[config.mk]
export PLATFORM = sky130hd
export DESIGN_NAME = pswc_ctrl
export DESIGN_NICKNAME = d
export VERILOG_FILES = /design/src/rtl/pswc_pkg.sv /design/src/rtl/pswc_sync.sv /design/src/rtl/pswc_pulse.sv /design/src/rtl/pswc_ctrl.sv
export SDC_FILE = /design/constraint.sdc
export NUM_CORES = 1
export LEC_CHECK = 0
export BUFFER_PORTS_ARGS = -buffer_cell sky130_fd_sc_hd__buf_2
export CAP_MARGIN = 40
export CORE_UTILIZATION = 50
export CTS_CLUSTER_DIAMETER = 120
export DETAILED_ROUTE_END_ITERATION = 7
export GPL_TIMING_DRIVEN = 0
export PLACE_DENSITY = 0.69
export SYNTH_ARGS = -nofsm -noshare
export SYNTH_HDL_FRONTEND = slang
export SYNTH_SLANG_ARGS = --single-unit
[constraint.sdc]
create_clock -name clk -period 4.7 [get_ports clk]
set_clock_uncertainty 0.2 [all_clocks]
set_input_delay 0.94 -clock clk [delete_from_list [all_inputs] [get_ports clk]]
set_output_delay 0.94 -clock clk [all_outputs]
set_load 0.02 [all_outputs]
[src/rtl/pswc_pkg.sv]
// Package of constants for the power-state wake controller.
package pswc_pkg;
	// Register byte offsets on the AXI4-Lite bus.
	localparam logic [7:0] PMC_OFF = 8'h00;
	localparam logic [7:0] BYTE_TEST_OFF = 8'h04;
	localparam logic [7:0] INTERRUPT_STATUS_REG_OFF = 8'h08;
	localparam logic [7:0] PHY_CTRL_OFF = 8'h0c;
	// Field positions in the power management control register.
	localparam int READY_BIT = 0;
	localparam int PULSE_SEL_BIT = 3;
	localparam int WAKE_FRAME_EN_BIT = 9;
	localparam int ED_WAKE_EN_BIT = 14;
	localparam int PIN_EN_BIT = 1;
	localparam int WAKEUP_SOURCE_STATUS_LSB = 4;
	localparam int PSTATE_LSB = 12;
	// Interrupt status and PHY control bit positions.
	localparam int PME_INT_BIT = 17;
	localparam int PHY_PDOWN_BIT = 11;
	localparam int PHY_EDPD_BIT = 13;
	// Power-state codes and wakeup-source codes.
	localparam logic [1:0] PS_NORMAL = 2'h0;
	localparam logic [1:0] PS_WAKE_LISTEN = 2'h1;
	localparam logic [1:0] PS_ENERGY = 2'h2;
	localparam logic [1:0] WAKEUP_SOURCE_STATUS_FRAME = 2'h2;
	localparam logic [1:0] WAKEUP_SOURCE_STATUS_ENERGY = 2'h1;
	// Identity value returned by the byte-test register; arbitrary.
	localparam logic [31:0] BYTE_TEST_VAL = 32'h1234_5678;
	// AXI responses.
	localparam logic [1:0] RESP_OKAY = 2'h0;
	localparam logic [1:0] RESP_SLVERR = 2'h2;
	// Timing: 10 MHz clock, _US figures in microseconds, _CYC figures in clock cycles.
	localparam int CLK_MHZ = 10;
	localparam int READY_MAX_US = 2000;
	localparam int PULSE_US = 50000;
	localparam int WAKE_DELAY_CYC = 16;
	localparam int READY_MAX_CYC = READY_MAX_US * CLK_MHZ;
	localparam int PULSE_CYC = PULSE_US * CLK_MHZ;
	localparam int PHY_RST_CYC = 8;
	// Sleep controller states.
	typedef enum logic [3:0]
	{
		ST_NORMAL = 4'b0001,
		ST_LISTEN = 4'b0010,
		ST_ENERGY = 4'b0100,
		ST_WAKING = 4'b1000
	} pswc_state_e;
endpackage
`default_nettype wire

[src/rtl/pswc_sync.sv]
// Two-flop synchroniser for an asynchronous level.
`timescale 1ns/10ps
`default_nettype none
module pswc_sync
(
	// Clock and control.
	input wire logic clk,
	input wire logic rst_n,
	input wire logic ce,
	// Data.
	input wire logic d,
	output logic q
);
	logic meta_reg;
	// The first flop feeds only the second.
	always_ff @(posedge clk)
	begin
		if (!rst_n)
		begin
			meta_reg <= 1'b0;
			q <= 1'b0;
		end
		else if (ce)
		begin
			meta_reg <= d;
			q <= meta_reg;
		end
	end
endmodule // pswc_sync
`default_nettype wire

[src/rtl/pswc_pulse.sv]
// Down-counter that times the pulsed power-event output.
`timescale 1ns/10ps
`default_nettype none
module pswc_pulse
#(
	parameter int CYCLES = 500000
)
(
	// Clock and control.
	input wire logic clk,
	input wire logic rst_n,
	input wire logic ce,
	// Start and abort.
	input wire logic start,
	input wire logic abort,
	output logic busy
);
	logic [31:0] cnt_reg;
	// A fresh event restarts the full width; abort wins so a cleared source drops the pin.
	always_ff @(posedge clk)
	begin
		if (!rst_n)
			cnt_reg <= 32'h0;
		else if (ce)
		begin
			if (abort)
				cnt_reg <= 32'h0;
			else if (start)
				cnt_reg <= 32'(CYCLES);
			else if (cnt_reg != 32'h0)
				cnt_reg <= cnt_reg - 32'h1;
		end
	end
	assign busy = (cnt_reg != 32'h0);
endmodule // pswc_pulse
`default_nettype wire

[src/rtl/pswc_ctrl.sv]
// Power-state and wake controller with AXI4-Lite register access.
`timescale 1ns/10ps
`default_nettype none
module pswc_ctrl
#(
	parameter int PULSE_CYCLES = pswc_pkg::PULSE_CYC
)
(
	// Clock, reset, clock enable.
	input wire logic clk,
	input wire logic rst_n,
	input wire logic ce,
	// AXI4-Lite write address and data.
	input wire logic [7:0] s_axi_awaddr,
	input wire logic s_axi_awvalid,
	output logic s_axi_awready,
	input wire logic [31:0] s_axi_wdata,
	input wire logic [3:0] s_axi_wstrb,
	input wire logic s_axi_wvalid,
	output logic s_axi_wready,
	// AXI4-Lite write response.
	output logic [1:0] s_axi_bresp,
	output logic s_axi_bvalid,
	input wire logic s_axi_bready,
	// AXI4-Lite read.
	input wire logic [7:0] s_axi_araddr,
	input wire logic s_axi_arvalid,
	output logic s_axi_arready,
	output logic [31:0] s_axi_rdata,
	output logic [1:0] s_axi_rresp,
	output logic s_axi_rvalid,
	input wire logic s_axi_rready,
	// Wake detectors, asynchronous to clk.
	input wire logic wake_frame_seen,
	input wire logic carrier_seen,
	// Clock gates and PHY controls.
	output logic mac_clk_en,
	output logic host_clk_en,
	output logic rx_pm_clk_en,
	output logic int_clk_en,
	output logic wake_detect_en,
	output logic phy_edpd,
	output logic phy_pdown,
	output logic phy_reset,
	// Power-event pin, active low open-drain style enable.
	output logic pme_pin_oe_n,
	output logic pme_int
);
	import pswc_pkg::*;

	pswc_state_e state_reg, state_next;
	logic ready_reg, read_seen_reg, wfe_reg, ede_reg, pin_en_reg, psel_reg;
	logic [1:0] wakeup_source_status_reg;
	logic pme_int_reg, phy_pd_reg, phy_ed_reg, pin_level_reg;
	logic [3:0] phy_rst_cnt_reg;
	logic [15:0] wake_cnt_reg;
	logic [31:0] rdata_reg;
	logic aw_held_reg, w_held_reg;
	logic [7:0] awaddr_reg;
	logic [31:0] wdata_reg;
	logic frame_s, carrier_s, pulse_busy;
	logic frame_cond_reg, carrier_cond_reg;

	pswc_sync u_sync_frame (.clk(clk), .rst_n(rst_n), .ce(ce), .d(wake_frame_seen), .q(frame_s));
	pswc_sync u_sync_carrier (.clk(clk), .rst_n(rst_n), .ce(ce), .d(carrier_seen), .q(carrier_s));

	// Write channel capture: address and data may arrive in either order.
	wire wr_fire = aw_held_reg && w_held_reg && !s_axi_bvalid;
	wire sleeping = (state_reg == ST_LISTEN) || (state_reg == ST_ENERGY);
	wire hit_pmc = (awaddr_reg == PMC_OFF);
	wire hit_bt = (awaddr_reg == BYTE_TEST_OFF);
	wire hit_int = (awaddr_reg == INTERRUPT_STATUS_REG_OFF);
	wire hit_phy = (awaddr_reg == PHY_CTRL_OFF);
	// Writes need a prior read and a ready device, except the wakeup write.
	wire wr_ok = wr_fire && read_seen_reg && ready_reg;
	wire wake_wr = wr_fire && sleeping && hit_bt;
	wire wr_pmc = wr_ok && hit_pmc;
	wire wr_int = wr_ok && hit_int;
	wire wr_phy = wr_ok && hit_phy;
	wire [1:0] new_ps = wdata_reg[PSTATE_LSB+1:PSTATE_LSB];

	// Wake events, only while the matching sleep state is active; one event per rising condition.
	// A carrier already present on entry makes the condition rise at once.
	wire frame_cond = (state_reg == ST_LISTEN) && frame_s;
	wire carrier_cond = (state_reg == ST_ENERGY) && carrier_s;
	wire frame_evt = frame_cond && !frame_cond_reg;
	wire carrier_evt = carrier_cond && !carrier_cond_reg;
	// The interrupt source lives while the source bits and their enable stand.
	wire src_live = (wakeup_source_status_reg == WAKEUP_SOURCE_STATUS_FRAME && wfe_reg) || (wakeup_source_status_reg == WAKEUP_SOURCE_STATUS_ENERGY && ede_reg);
	wire pin_start = (frame_evt && wfe_reg && pin_en_reg) || (carrier_evt && ede_reg && pin_en_reg);
	// The source bits take the event only at the next clock edge, so a fresh event must beat the abort.
	wire pin_abort = (!src_live || !pin_en_reg) && !pin_start;

	pswc_pulse #(.CYCLES(PULSE_CYCLES)) u_pulse
	(
		.clk(clk),
		.rst_n(rst_n),
		.ce(ce),
		.start(pin_start && psel_reg),
		.abort(pin_abort),
		.busy(pulse_busy)
	);

	// State machine.
	always_comb
	begin
		state_next = state_reg;
		case (state_reg)
			ST_NORMAL:
				if (wr_pmc && new_ps == PS_WAKE_LISTEN)
					state_next = ST_LISTEN;
				else if (wr_pmc && new_ps == PS_ENERGY)
					state_next = ST_ENERGY;
			ST_LISTEN, ST_ENERGY:
				if (wake_wr)
					state_next = ST_WAKING;
			ST_WAKING:
				if (wake_cnt_reg == 16'(WAKE_DELAY_CYC))
					state_next = ST_NORMAL;
			default:
				state_next = ST_NORMAL;
		endcase
	end

	// State, ready flag and wake delay counter.
	always_ff @(posedge clk)
	begin
		if (!rst_n)
		begin
			state_reg <= ST_NORMAL;
			ready_reg <= 1'b1;
			wake_cnt_reg <= 16'h0;
		end
		else if (ce)
		begin
			state_reg <= state_next;
			ready_reg <= (state_next == ST_NORMAL);
			wake_cnt_reg <= (state_reg == ST_WAKING) ? wake_cnt_reg + 16'h1 : 16'h0;
		end
	end

	// Control bits, wakeup source and interrupt status; set wins over clear.
	always_ff @(posedge clk)
	begin
		if (!rst_n)
		begin
			wfe_reg <= 1'b0;
			ede_reg <= 1'b0;
			pin_en_reg <= 1'b0;
			psel_reg <= 1'b0;
			wakeup_source_status_reg <= 2'h0;
			pme_int_reg <= 1'b0;
			phy_pd_reg <= 1'b0;
			phy_ed_reg <= 1'b0;
		end
		else if (ce)
		begin
			if (wr_pmc)
			begin
				wfe_reg <= wdata_reg[WAKE_FRAME_EN_BIT];
				ede_reg <= wdata_reg[ED_WAKE_EN_BIT];
				pin_en_reg <= wdata_reg[PIN_EN_BIT];
				psel_reg <= wdata_reg[PULSE_SEL_BIT];
			end
			if (frame_evt)
				wakeup_source_status_reg <= WAKEUP_SOURCE_STATUS_FRAME;
			else if (carrier_evt)
				wakeup_source_status_reg <= WAKEUP_SOURCE_STATUS_ENERGY;
			else if (wr_pmc)
				wakeup_source_status_reg <= wdata_reg[WAKEUP_SOURCE_STATUS_LSB+1:WAKEUP_SOURCE_STATUS_LSB];
			if (frame_evt || carrier_evt)
				pme_int_reg <= 1'b1;
			else if (wr_int && wdata_reg[PME_INT_BIT] && !src_live)
				pme_int_reg <= 1'b0;
			if (wr_phy)
			begin
				phy_pd_reg <= wdata_reg[PHY_PDOWN_BIT];
				phy_ed_reg <= wdata_reg[PHY_EDPD_BIT];
			end
		end
	end

	// Static pin level and PHY reset after general power-down ends.
	always_ff @(posedge clk)
	begin
		if (!rst_n)
		begin
			pin_level_reg <= 1'b0;
			phy_rst_cnt_reg <= 4'h0;
			frame_cond_reg <= 1'b0;
			carrier_cond_reg <= 1'b0;
		end
		else if (ce)
		begin
			frame_cond_reg <= frame_cond;
			carrier_cond_reg <= carrier_cond;
			if (pin_start && !psel_reg)
				pin_level_reg <= 1'b1;
			else if (pin_abort || psel_reg)
				pin_level_reg <= 1'b0;
			if (wr_phy && phy_pd_reg && !wdata_reg[PHY_PDOWN_BIT])
				phy_rst_cnt_reg <= 4'(PHY_RST_CYC);
			else if (phy_rst_cnt_reg != 4'h0)
				phy_rst_cnt_reg <= phy_rst_cnt_reg - 4'h1;
		end
	end

	// Registered outputs for clocks, PHY and pin.
	always_ff @(posedge clk)
	begin
		if (!rst_n)
		begin
			mac_clk_en <= 1'b1;
			host_clk_en <= 1'b1;
			rx_pm_clk_en <= 1'b1;
			int_clk_en <= 1'b1;
			wake_detect_en <= 1'b0;
			phy_edpd <= 1'b0;
			phy_pdown <= 1'b0;
			phy_reset <= 1'b0;
			pme_pin_oe_n <= 1'b1;
			pme_int <= 1'b0;
		end
		else if (ce)
		begin
			mac_clk_en <= !(state_next == ST_LISTEN || state_next == ST_ENERGY);
			host_clk_en <= !(state_next == ST_LISTEN || state_next == ST_ENERGY);
			rx_pm_clk_en <= (state_next != ST_ENERGY);
			int_clk_en <= (state_next != ST_ENERGY);
			wake_detect_en <= (state_next == ST_LISTEN);
			phy_edpd <= phy_ed_reg || (state_next == ST_ENERGY);
			phy_pdown <= phy_pd_reg;
			phy_reset <= (phy_rst_cnt_reg != 4'h0);
			pme_pin_oe_n <= !(pin_level_reg || pulse_busy);
			pme_int <= pme_int_reg;
		end
	end

	// AXI write path: one outstanding write; unmapped or refused writes still answer.
	always_ff @(posedge clk)
	begin
		if (!rst_n)
		begin
			aw_held_reg <= 1'b0;
			w_held_reg <= 1'b0;
			awaddr_reg <= 8'h0;
			wdata_reg <= 32'h0;
			s_axi_awready <= 1'b0;
			s_axi_wready <= 1'b0;
			s_axi_bvalid <= 1'b0;
			s_axi_bresp <= RESP_OKAY;
		end
		else if (ce)
		begin
			s_axi_awready <= !aw_held_reg && !s_axi_awready && s_axi_awvalid;
			s_axi_wready <= !w_held_reg && !s_axi_wready && s_axi_wvalid;
			if (s_axi_awvalid && s_axi_awready)
			begin
				aw_held_reg <= 1'b1;
				awaddr_reg <= s_axi_awaddr;
			end
			if (s_axi_wvalid && s_axi_wready)
			begin
				w_held_reg <= 1'b1;
				wdata_reg <= s_axi_wdata;
			end
			if (wr_fire)
			begin
				aw_held_reg <= 1'b0;
				w_held_reg <= 1'b0;
				s_axi_bvalid <= 1'b1;
				s_axi_bresp <= (hit_pmc || hit_bt || hit_int || hit_phy) ? RESP_OKAY : RESP_SLVERR;
			end
			else if (s_axi_bready)
				s_axi_bvalid <= 1'b0;
		end
	end

	// Read decode; while asleep only the control register answers.
	wire [1:0] ps_code = (state_reg == ST_LISTEN) ? PS_WAKE_LISTEN :
		(state_reg == ST_ENERGY) ? PS_ENERGY : PS_NORMAL;
	wire [31:0] pmc_word = {17'h0, ede_reg, ps_code, 2'h0, wfe_reg, 3'h0,
		wakeup_source_status_reg, psel_reg, 1'b0, pin_en_reg, ready_reg};
	wire rd_fire = s_axi_arvalid && s_axi_arready;
	wire rd_pmc = (s_axi_araddr == PMC_OFF);
	wire rd_allowed = ready_reg || rd_pmc;
	wire [31:0] rd_word = !rd_allowed ? 32'h0 : rd_pmc ? pmc_word :
		(s_axi_araddr == BYTE_TEST_OFF) ? BYTE_TEST_VAL :
		(s_axi_araddr == INTERRUPT_STATUS_REG_OFF) ? (32'h0 | (32'(pme_int_reg) << PME_INT_BIT)) :
		(s_axi_araddr == PHY_CTRL_OFF) ? ((32'(phy_pd_reg) << PHY_PDOWN_BIT) | (32'(phy_ed_reg) << PHY_EDPD_BIT)) :
		32'h0;
	wire rd_map = rd_pmc || (s_axi_araddr == BYTE_TEST_OFF) || (s_axi_araddr == INTERRUPT_STATUS_REG_OFF)
		|| (s_axi_araddr == PHY_CTRL_OFF);

	// AXI read path and the read-seen flag that unlocks writes.
	always_ff @(posedge clk)
	begin
		if (!rst_n)
		begin
			s_axi_arready <= 1'b0;
			s_axi_rvalid <= 1'b0;
			s_axi_rdata <= 32'h0;
			s_axi_rresp <= RESP_OKAY;
			read_seen_reg <= 1'b0;
		end
		else if (ce)
		begin
			s_axi_arready <= !s_axi_arready && !s_axi_rvalid && s_axi_arvalid;
			if (rd_fire)
			begin
				s_axi_rvalid <= 1'b1;
				s_axi_rdata <= rd_word;
				s_axi_rresp <= (rd_map && rd_allowed) ? RESP_OKAY : RESP_SLVERR;
			end
			else if (s_axi_rready)
				s_axi_rvalid <= 1'b0;
			if (state_next != ST_NORMAL && state_reg == ST_NORMAL)
				read_seen_reg <= 1'b0;
			else if (rd_fire && ready_reg)
				read_seen_reg <= 1'b1;
		end
	end
endmodule // pswc_ctrl
`default_nettype wire

==> flow_summary.json <==
{
  "grt_max_degree": 17,
  "post_cts_buffers": 0,
  "cts_tree": "built",
  "r2r-end": "u_pulse.cnt_reg[21]$_SDFFE_PN0P_",
  "dieHeight_um": 110.8,
  "synth_top_family_by_area": "simple AND/OR/NAND/NOR gates",
  "p_int_mw": 1.892,
  "cp-endpoint": "u_pulse.cnt_reg[21]$_SDFFE_PN0P_",
  "avgRoutedWirePerCell_um": 17.46,
  "crit_slowest_cell": "o21ai_1",
  "diodes": 0,
  "cts.sinks": 121,
  "ctsHoldBuffers": 0,
  "largest_register_ff_count": 32,
  "yosysWarnings": 0,
  "tns_ns": 0,
  "post-route-drc-count": 0,
  "nNetsFinal": 887,
  "drt-total-wl_um": 17020,
  "max_slew_margin_pct": 45.93,
  "synth_edf_count": 0,
  "synth_cell_types": 70,
  "drt_first_pass_iters": 5,
  "antenna_found_initial": 0,
  "setup_slack_ns": 1.499,
  "io_pins": 113,
  "yosysTopAreaCell": "dfxtp_1",
  "synthCells": 715,
  "seq_area_um2": 2422,
  "p_per_area_nw_per_um2": 354.1,
  "crit_fanout": 10,
  "synth_xor_area_share_pct": 2.663,
  "cp-startpoint": "state_reg[2]$_SDFFE_PN0P_",
  "drv_cap": 0,
  "synthArstFlopShare_pct": 0,
  "synth_top_area_share_pct": 40.92,
  "grt_pass1_vias": 5483,
  "rrSetupSlack_ns": 1.50,
  "fp.dieArea_um2": 12280,
  "critical_path.cell_chain": "buf_2 > nor4b_4 > nand4b_2 > and4_1 > clkbuf_1 > o21ai_1 > nor2_1 > a32o_1",
  "leakagePower_nw": 2.839,
  "min_period_ns": 3.201,
  "cts_root_buf": "clkbuf_16",
  "seqPwrFrac_pct": 42.1,
  "crit_required_ns": 4.81,
  "track_usage_pct": 28.37,
  "htree_levels": 4,
  "reg2reg_depth": 8,
  "worst_pin_slew_ns": 0.8056,
  "worst_path_largest_cell_delay_ns": 0.70,
  "coreArea_um2": 11470,
  "synth_commonest_cells": "121 x dfxtp_1, 86 x nand2_1, 65 x nor2_1",
  "yosys.area_share.simple_pct": 27.16,
  "status": "finished, final reports clean",
  "avgSynthCellArea_um2": 8.279,
  "max_freq_mhz": 312.4,
  "muxShareOfSynthArea_pct": 1.691,
  "synth_flop_cell": "dfxtp_1",
  "pre_cts_ws_ns": 1.549,
  "drt_iter0_drc": 465,
  "row_count": 39,
  "die_x_um": 110.8,
  "cts_buffer_depth": 2,
  "endpoint_kind": "flop",
  "synth_area_leaders": "dfxtp_1 41%, nand2_1 5.5%, a21oi_1 5.3%",
  "hp-class": "flop to flop",
  "cts_buffers": 17,
  "io_buffers": 69,
  "setup_viol": 0,
  "combPwrFrac_pct": 9.0,
  "p_clk_share_pct": 48.9,
  "synth_fa_ha_area_share_pct": 1.057,
  "slew_violations": 0,
  "p_sw_share_pct": 24.50,
  "hold_viol": 0,
  "num-fill-cells": 1023,
  "cts_resized": 0,
  "clock_latency_ns": 0.42,
  "power.net_switching_mw": 0.6142,
  "via_per_inst": 5.935,
  "gp_congestion": 0.8718,
  "worstSetupPathType": "flop to flop",
  "ir_drop_mv": 0.3319,
  "dp_hpwl_um": 12130,
  "start_kind": "flop",
  "yosysSeqAreaShare_pct": 40.92,
  "vias": 5787,
  "start_util_pct": 51.62,
  "area_growth_pct": 19.59,
  "cts.clk_slew.worst_paths_ns": 0.05,
  "synth_seq_cells": 121,
  "antenna_left": 0,
  "synth_compound_area_share_pct": 19.91,
  "grt_overflow": 0,
  "drive_gt1_share_pct": 18.99,
  "netlist_area_um2": 5919,
  "multi_input_area_um2": 3167,
  "critPathArrivalTime_ns": 3.31,
  "grt_pass1_wl_um": 27480,
  "r2r_start": "state_reg[2]$_SDFFE_PN0P_",
  "rsz0062_at_grt": "no",
  "period_share_pct": 68.11,
  "synth_most_common_cell": "dfxtp_1"
}
area by class of cell:
class	instances	area share [%]
buffer	58	4.454
clock buffer	23	6.893
clock inverter	8	0.9897
inverter	19	1.007
multi-input combinational	532	44.73
sequential	121	34.22
tap	143	2.527
timing repair buffer	71	5.179
critical path: cells and delay by family, from the launching register on:
family / cells / cell delay (ns)
compound gates: 2 / 0.98
buf+inv: 2 / 0.41
flops: 1 / 0.29
simple gates: 4 / 1.20
kinds of logic (layout without fill, tap and decap cells):
family	after synthesis	in the layout
fa+ha+maj	5	5
buf+inv	77	179
other cells	1	16
compound gates	185	185
simple gates	298	298
xor+xnor	18	18
flops	121	121
mux	10	10
placed cells by master, fill, tap and decap left out, types with 5 or more instances in the layout:
master	synthesis	final
inv_1	19	19
buf_4	25	25
nand3_1	23	23
nand2_1	86	86
xnor2_1	8	8
a31o_2	7	7
buf_2	2	71
nor2_1	65	65
clkbuf_1	27	29
nand4_1	12	12
o31ai_1	6	6
a22oi_1	10	10
and3_1	9	9
a21oi_1	63	63
nor3_1	12	12
clkinv_2	0	5
nand3b_1	6	6
o21ai_0	31	31
dfxtp_1	121	121
clkbuf_16	0	17
or3_1	12	12
a31oi_1	13	13
xor2_1	10	10
ha_1	5	5
or4_1	6	6
a211oi_1	7	7
conb_1	1	16
mux2i_1	10	10
nor4b_1	8	8
a21o_1	6	6
o211ai_1	5	5
nor4_1	21	21
routing by layer:
metal,vias up,part of all wire [%],global-route usage (%)
met3,31,7.5,7.053
met1,2728,44,37.10
met2,238,47,44.84
met5,-,0,0
met4,0,2.1,11.20
li1,2790,-,-
worst min-delay path by stage:
stage                                 start                            to  slack (ns)  depth (start not counted)
6_report       s_axi_rdata[11]$_SDFFE_PN0P_  s_axi_rdata[11]$_SDFFE_PN0P_        0.25                          2
4_1_cts        s_axi_rdata[11]$_SDFFE_PN0P_  s_axi_rdata[11]$_SDFFE_PN0P_        0.25                          2
5_1_grt        s_axi_rdata[11]$_SDFFE_PN0P_  s_axi_rdata[11]$_SDFFE_PN0P_        0.28                          2
3_5_place_dp   s_axi_rdata[11]$_SDFFE_PN0P_  s_axi_rdata[11]$_SDFFE_PN0P_        0.25                          2
2_1_floorplan    awaddr_reg[7]$_SDFFE_PN0P_    awaddr_reg[7]$_SDFFE_PN0P_        0.23                          2
3_3_place_gp     awaddr_reg[1]$_SDFFE_PN0P_    awaddr_reg[1]$_SDFFE_PN0P_        0.24                          2
through the flow:
stage	total power [mW]	hold WS, ns	cell area [µm²]	util (%)	instances
after floorplan	1.225	0.2308	5976	-	730
after global placement	1.292	0.2387	6500	56.68	942
after detailed placement	1.296	0.2480	6521	56.87	944
after CTS	2.514	0.2547	7079	61.73	975
after global routing	2.587	0.2768	7079	61.73	975
final	2.506	0.2540	7079	61.73	975
power by group through the flow:
stage | Combinational (mW) | Clock, mW | Sequential [mW]
finish | 0.225 | 1.23 | 1.06
global route | 0.242 | 1.29 | 1.06
CTS | 0.221 | 1.24 | 1.06
detailed placement | 0.219 | 0 | 1.08
global placement | 0.215 | 0 | 1.08
floorplan | 0.146 | 0 | 1.08
No activity file was read; power rests on OpenSTA's default activity.
